`src/sgc_regs.vh`:
```
// Constants for the serial gateway converter
`ifndef SGC_REGS_VH
`define SGC_REGS_VH
`define SGC_CMD_MAIN 8'h28
`define SGC_CMD_SUB 8'h03
`define SGC_UNIT_PERIPH 8'hFD
`define SGC_UNIT_RS232 8'hFC
`define SGC_STX 8'h02
`define SGC_ETX 8'h03
`define SGC_END_TIMEOUT 16'h0205
`define SGC_END_OK 16'h0000
`define SGC_TMO_DEFAULT 8'h32
`define SGC_TICK_NS 100000000
`define SGC_CLK_NS 25
`define SGC_TICK_CYCLES (`SGC_TICK_NS / `SGC_CLK_NS)
`endif

```
`src/sgc_gateway.v`:
```
// Network command to framed serial gateway with response timeout
`timescale 1ns/1ps
`include "sgc_regs.vh"
module sgc_gateway #(
	parameter TICK_CYCLES = `SGC_TICK_CYCLES
) (
	input wire mclk,
	input wire rst,
	input wire gateway_en,
	input wire [7:0] tmo_setting,
	input wire [7:0] dest_unit_addr,
	input wire [7:0] main_request_code,
	input wire [7:0] sub_request_code,
	input wire cmd_start,
	output wire cmd_start_ready,
	input wire [7:0] pay_data,
	input wire pay_valid,
	input wire pay_last,
	output wire pay_ready,
	output wire [7:0] ser_data,
	output wire ser_valid,
	input wire ser_ready,
	output reg ser_port_sel,
	input wire ser_reply,
	output reg rsp_valid,
	output reg [15:0] rsp_end_code,
	output reg cmd_reject,
	output reg busy
);
	localparam S_IDLE = 3'd0;
	localparam S_STX = 3'd1;
	localparam S_PAY = 3'd2;
	localparam S_ETX = 3'd3;
	localparam S_BCC = 3'd4;
	localparam S_WAIT = 3'd5;
	localparam S_LATE = 3'd6;
	reg [2:0] state;
	reg [7:0] check;
	reg [7:0] limit;
	reg [7:0] tenths;
	reg [31:0] tick;
	reg [8:0] b_in;
	reg b_in_valid;
	wire b_in_ready;
	wire [8:0] b_out;
	wire valid_cmd;
	wire unit_ok;
	wire code_ok;
	assign code_ok = (main_request_code == `SGC_CMD_MAIN) &&
		(sub_request_code == `SGC_CMD_SUB);
	assign unit_ok = (dest_unit_addr == `SGC_UNIT_PERIPH) ||
		(dest_unit_addr == `SGC_UNIT_RS232);
	assign valid_cmd = code_ok && unit_ok && gateway_en;
	assign cmd_start_ready = (state == S_IDLE);
	assign pay_ready = (state == S_PAY) && b_in_ready;
	// Frame bytes pass through the buffer; bit 8 marks the last payload byte and the check byte that ends the frame
	always @* begin
		b_in = 9'h000;
		b_in_valid = 1'b0;
		case (state)
		S_STX: begin
			b_in = {1'b0, `SGC_STX};
			b_in_valid = 1'b1;
		end
		S_PAY: begin
			b_in = {pay_last, pay_data};
			b_in_valid = pay_valid;
		end
		S_ETX: begin
			b_in = {1'b0, `SGC_ETX};
			b_in_valid = 1'b1;
		end
		S_BCC: begin
			b_in = {1'b1, check ^ `SGC_ETX};
			b_in_valid = 1'b1;
		end
		default: begin
			b_in = 9'h000;
			b_in_valid = 1'b0;
		end
		endcase
	end
	sgc_buf2 #(.W(9)) u_buf (
		.mclk(mclk),
		.rst(rst),
		.in_data(b_in),
		.in_valid(b_in_valid),
		.in_ready(b_in_ready),
		.out_data(b_out),
		.out_valid(ser_valid),
		.out_ready(ser_ready)
	);
	assign ser_data = b_out[7:0];
	wire frame_done = ser_valid && ser_ready && b_out[8] &&
		(state == S_WAIT);
	reg sent;
	always @(posedge mclk) begin
		if (rst) begin
			state <= S_IDLE;
			check <= 8'h00;
			limit <= `SGC_TMO_DEFAULT;
			tenths <= 8'h00;
			tick <= 32'd0;
			sent <= 1'b0;
			ser_port_sel <= 1'b0;
			rsp_valid <= 1'b0;
			rsp_end_code <= 16'h0000;
			cmd_reject <= 1'b0;
			busy <= 1'b0;
		end else begin
			rsp_valid <= 1'b0;
			cmd_reject <= 1'b0;
			case (state)
			S_IDLE: begin
				if (cmd_start) begin
					if (valid_cmd) begin
						state <= S_STX;
						busy <= 1'b1;
						sent <= 1'b0;
						check <= 8'h00;
						ser_port_sel <= (dest_unit_addr ==
							`SGC_UNIT_RS232);
						limit <= (tmo_setting == 8'h00) ?
							`SGC_TMO_DEFAULT : tmo_setting;
					end else begin
						cmd_reject <= 1'b1;
					end
				end
			end
			S_STX: if (b_in_ready) state <= S_PAY;
			S_PAY: begin
				if (pay_valid && b_in_ready) begin
					check <= check ^ pay_data;
					if (pay_last)
						state <= S_ETX;
				end
			end
			S_ETX: if (b_in_ready) state <= S_BCC;
			S_BCC: begin
				if (b_in_ready) begin
					state <= S_WAIT;
					tenths <= 8'h00;
					tick <= 32'd0;
				end
			end
			S_WAIT: begin
				if (frame_done)
					sent <= 1'b1;
				if (sent) begin
					if (ser_reply) begin
						state <= S_IDLE;
						busy <= 1'b0;
						rsp_valid <= 1'b1;
						rsp_end_code <= `SGC_END_OK;
					end else if (tick == TICK_CYCLES - 1) begin
						tick <= 32'd0;
						if (tenths + 8'd1 == limit) begin
							state <= S_LATE;
							rsp_valid <= 1'b1;
							rsp_end_code <= `SGC_END_TIMEOUT;
						end else begin
							tenths <= tenths + 8'd1;
						end
					end else begin
						tick <= tick + 32'd1;
					end
				end
			end
			S_LATE: begin
				state <= S_IDLE;
				busy <= 1'b0;
			end
			default: state <= S_IDLE;
			endcase
		end
	end
endmodule // sgc_gateway

```
`src/sgc_buf2.v`:
```
// Two-entry valid/ready buffer
`timescale 1ns/1ps
module sgc_buf2 #(
	parameter W = 9
) (
	input wire mclk,
	input wire rst,
	input wire [W-1:0] in_data,
	input wire in_valid,
	output wire in_ready,
	output wire [W-1:0] out_data,
	output wire out_valid,
	input wire out_ready
);
	reg [W-1:0] mem [0:1];
	reg rd_ptr;
	reg wr_ptr;
	reg [1:0] count;
	wire push = in_valid && in_ready;
	wire pop = out_valid && out_ready;
	assign in_ready = (count != 2'd2);
	assign out_valid = (count != 2'd0);
	assign out_data = mem[rd_ptr];
	always @(posedge mclk) begin
		if (rst) begin
			rd_ptr <= 1'b0;
			wr_ptr <= 1'b0;
			count <= 2'd0;
		end else begin
			if (push) begin
				mem[wr_ptr] <= in_data;
				wr_ptr <= ~wr_ptr;
			end
			if (pop)
				rd_ptr <= ~rd_ptr;
			if (push && !pop)
				count <= count + 2'd1;
			else if (pop && !push)
				count <= count - 2'd1;
		end
	end
endmodule // sgc_buf2

```
`config.mk`:
```
export PLATFORM = sky130hd
export DESIGN_NAME = sgc_gateway
export DESIGN_NICKNAME = d
export VERILOG_FILES = /design/src/sgc_gateway.v /design/src/sgc_buf2.v
export VERILOG_INCLUDE_DIRS = /design/src
export SDC_FILE = /design/constraint.sdc
export NUM_CORES = 1
export LEC_CHECK = 0
export BUFFER_PORTS_ARGS = -buffer_cell sky130_fd_sc_hd__buf_4
export CORE_ASPECT_RATIO = 1.2
export CORE_UTILIZATION = 40
export CTS_BUF_LIST = sky130_fd_sc_hd__clkbuf_16
export CTS_CLUSTER_SIZE = 10
export DETAILED_ROUTE_END_ITERATION = 10
export PLACE_DENSITY_LB_ADDON = 0.12
export SYNTH_ARGS = -nofsm -noshare
export SYNTH_HDL_FRONTEND = slang
export SYNTH_SLANG_ARGS = --single-unit
export TNS_END_PERCENT = 30
```
`constraint.sdc`:
```
create_clock -name mclk -period 6.9 [get_ports mclk]
set_clock_uncertainty 0.05 [all_clocks]
set_input_delay 1.38 -clock mclk [delete_from_list [all_inputs] [get_ports mclk]]
set_output_delay 1.38 -clock mclk [all_outputs]
set_load 0.02 [all_outputs]
```
==> reports/metrics.cfg <==
[final_layout]
antennaDiodeCount = 0
drive_above_1_share_pct = 20.5
final_nets = 596
syn_to_final_growth_pct = 18.1
stdcell_area_um2 = 5390
fillCellCount = 1052
multi_input_comb_area_um2 = 2390
seq_area_um2 = 1940

[power_and_ir_drop]
power_density_nw_per_um2 = 237
power_mw = 1.28
vdd_drop_max_uv = 110
power_leakage_nw = 2.02

[cts]
clock_latency_ps = 340
clock-sinks = 88
cts_buffers = 9
ctsHoldBuffers = 0
clock-root-buffer = clkbuf_16
htree_num_levels = 3
cts_tree = yes
clockBufferDepth = 2
cts-resized-gates = 0
clkSlewWorstSetupHoldPaths_ps = 70
post_cts_buffers = 0

[critical_path]
start_kind = flip-flop
critPathKind = flip-flop to output pin
cp_data_arrival_time_ps = 2050
cp_cell_sequence = nor2b_1, nand2_1, nor2_1, buf_4
cpMaxStageDelayCell = nor2b_1
slowest_delay_ps = 620
critPathRequiredTime_ps = 5470
worst_setup_path_end_kind = output pin
critical_path.max_fanout = 12

[run_status]
status = completed

[timing]
fin_crit_ps = 3480
setup_tns_ps = 0
timing_worst_slew_pin_value_ps = 991
max_freq_mhz = 287
finalHoldViolations = 0
post-route-worst-setup-slack_ps = 3420
timing.hold.ws_ps = 431
setup-violations-final = 0
fin_crit_sh_pct = 50.4
slew_headroom_pct = 33.5
finalMaxSlewViolations = 0
rsz0062_at_grt = no

[drt]
drtAntennaViolNets = 0
first_iter_violations = 137
via_per_inst = 5.17
num_vias = 3638
drc = 0
wl_per_cell_um = 13.9
drt_wl_total_um = 9810
firstDrtPassIters = 4

[synth]
netlist_instances = 490
ys_types = 68
synth_flop_cell = dfxtp_1
synthTopCellsByCount = dfxtp_1, nor2_1, xor2_1, nand2_1
yosys_warnings = 0
yosysMostFrequentCell = dfxtp_1
synth_top_area_share_pct = 30.7
synth.avg_cell_area_um2 = 9.31
syn_area_um2 = 4560
ys_seq_area_share_pct = 42.6
ys_ff_latch = 88
synth_area_leaders = dfxtp_1, edfxtp_1, xor2_1
synth_edf_count = 18
yosysTopAreaCell = dfxtp_1
async_flop_share_pct = 0

[global_route]
grt_pass1_vias = 3493
antenna_found_initial = 0
grt_max_degree = 33
grt_usage_pct = 17.3
grt_overflow = 0
grt_pass1_wl_um = 16200

[floorplanning]
initial_core_util_pct = 41.2
placementRows = 42
core_area_um2 = 11100
die_h_um = 119
die_x_um = 99.5
dieArea_um2 = 11800
boundaryPins = 79

[place]
place_ws_ps = 3200
port-buffer-count = 65
routabilityCongestion = 0.788
place_hpwl_um = 7110
dpl-instance-area_um2 = 5080

[flow_run]
maxCapViolCount = 0

[hold_path]
hold_path.class = flip-flop to flip-flop

-- layout by cell type, fill, tap and decap left out, types with 4 or more instances in the layout --
cell / instances
or3_1: 7
nor2_1: 68
nand3_1: 18
dfxtp_1: 70
mux2i_1: 9
inv_1: 10
a22oi_1: 6
and2_1: 6
conb_1: 13
inv_6: 4
nor3_1: 11
nor4_1: 8
buf_4: 69
nand2_1: 26
edfxtp_1: 18
o21ai_0: 17
xor2_1: 36
mux2_2: 8
a21oi_1: 18
clkbuf_16: 9
nor3b_1: 5
nand4_1: 13
and3_1: 8
o31ai_1: 5
and4_1: 7
nor4b_1: 5
xnor2_1: 15
a221oi_1: 4
-- critical path, delay by kind of cell (launching register included) --
family        cells  cell delay [ps]
flops             1              570
simple gates      3              970
buf+inv           1              160
-- cell type report --
type / count / area share (%)
multi-input cells: 367 / 44.4
well taps: 154 / 3.57
clock buffers: 9 / 4.18
clock inverters: 7 / 1.56
inverters: 10 / 0.696
flip-flops and latches: 88 / 36.0
repair buffers: 69 / 9.61
-- power by group --
group | switching (mW) | internal [mW] | leakage [nW]
Sequential | 0.0175 | 0.545 | 0.729
Combinational | 0.115 | 0.0897 | 1.14
Clock | 0.222 | 0.288 | 0.149
Total | 0.355 | 0.923 | 2.02
-- flip-flops by register name (all words and copies together), names as in the netlist, named ones only --
register,flops
busy,1
check,8
cmd_reject,1
limit,8
rsp_end_code,1
rsp_valid,1
sent,1
ser_port_sel,1
state,3
tenths,8
tick,32
u_buf.count,2
u_buf.mem,18
u_buf.rd_ptr,1
u_buf.wr_ptr,1
-- stage by stage --
step,instances,utilization (%)
floorplan,502,-
detailed placement,688,45.8
global placement,688,45.8
finish,704,48.6
global route,704,48.6
CTS,704,48.6
-- logic make-up (layout without fill, tap and decap cells) --
family | after synthesis | count (layout) | share of synthesized area [%]
adder cells (fa/ha/maj) | 3 | 3 | 0.823
buffers and inverters | 47 | 95 | 6.03
multiplexers | 17 | 17 | 3.95
other | 1 | 13 | 0.0822
AO/OA/AOI/OAI | 78 | 78 | 11.8
flip-flops | 88 | 88 | 42.6
AND/OR/NAND/NOR | 205 | 205 | 25.0
XOR/XNOR | 51 | 51 | 9.79
-- final timing paths --
kind              from        end  slack [ps]  depth (start not counted)
max           state[1]  pay_ready        3420                          4
min          tenths[1]  tenths[1]         430                          2
max reg2reg  tenths[0]  tenths[5]        4330                          7
min reg2reg  tenths[1]  tenths[1]         430                          2
-- layer usage --
layer	up-vias	wire, um	global-route usage [%]
met5	-	0	0
met4	0	108	5.61
met3	9	384	4.23
met2	76	4970	30.9
met1	1708	4350	19.9
li1	1845	-	-
(Power assumes the default switching activity.)
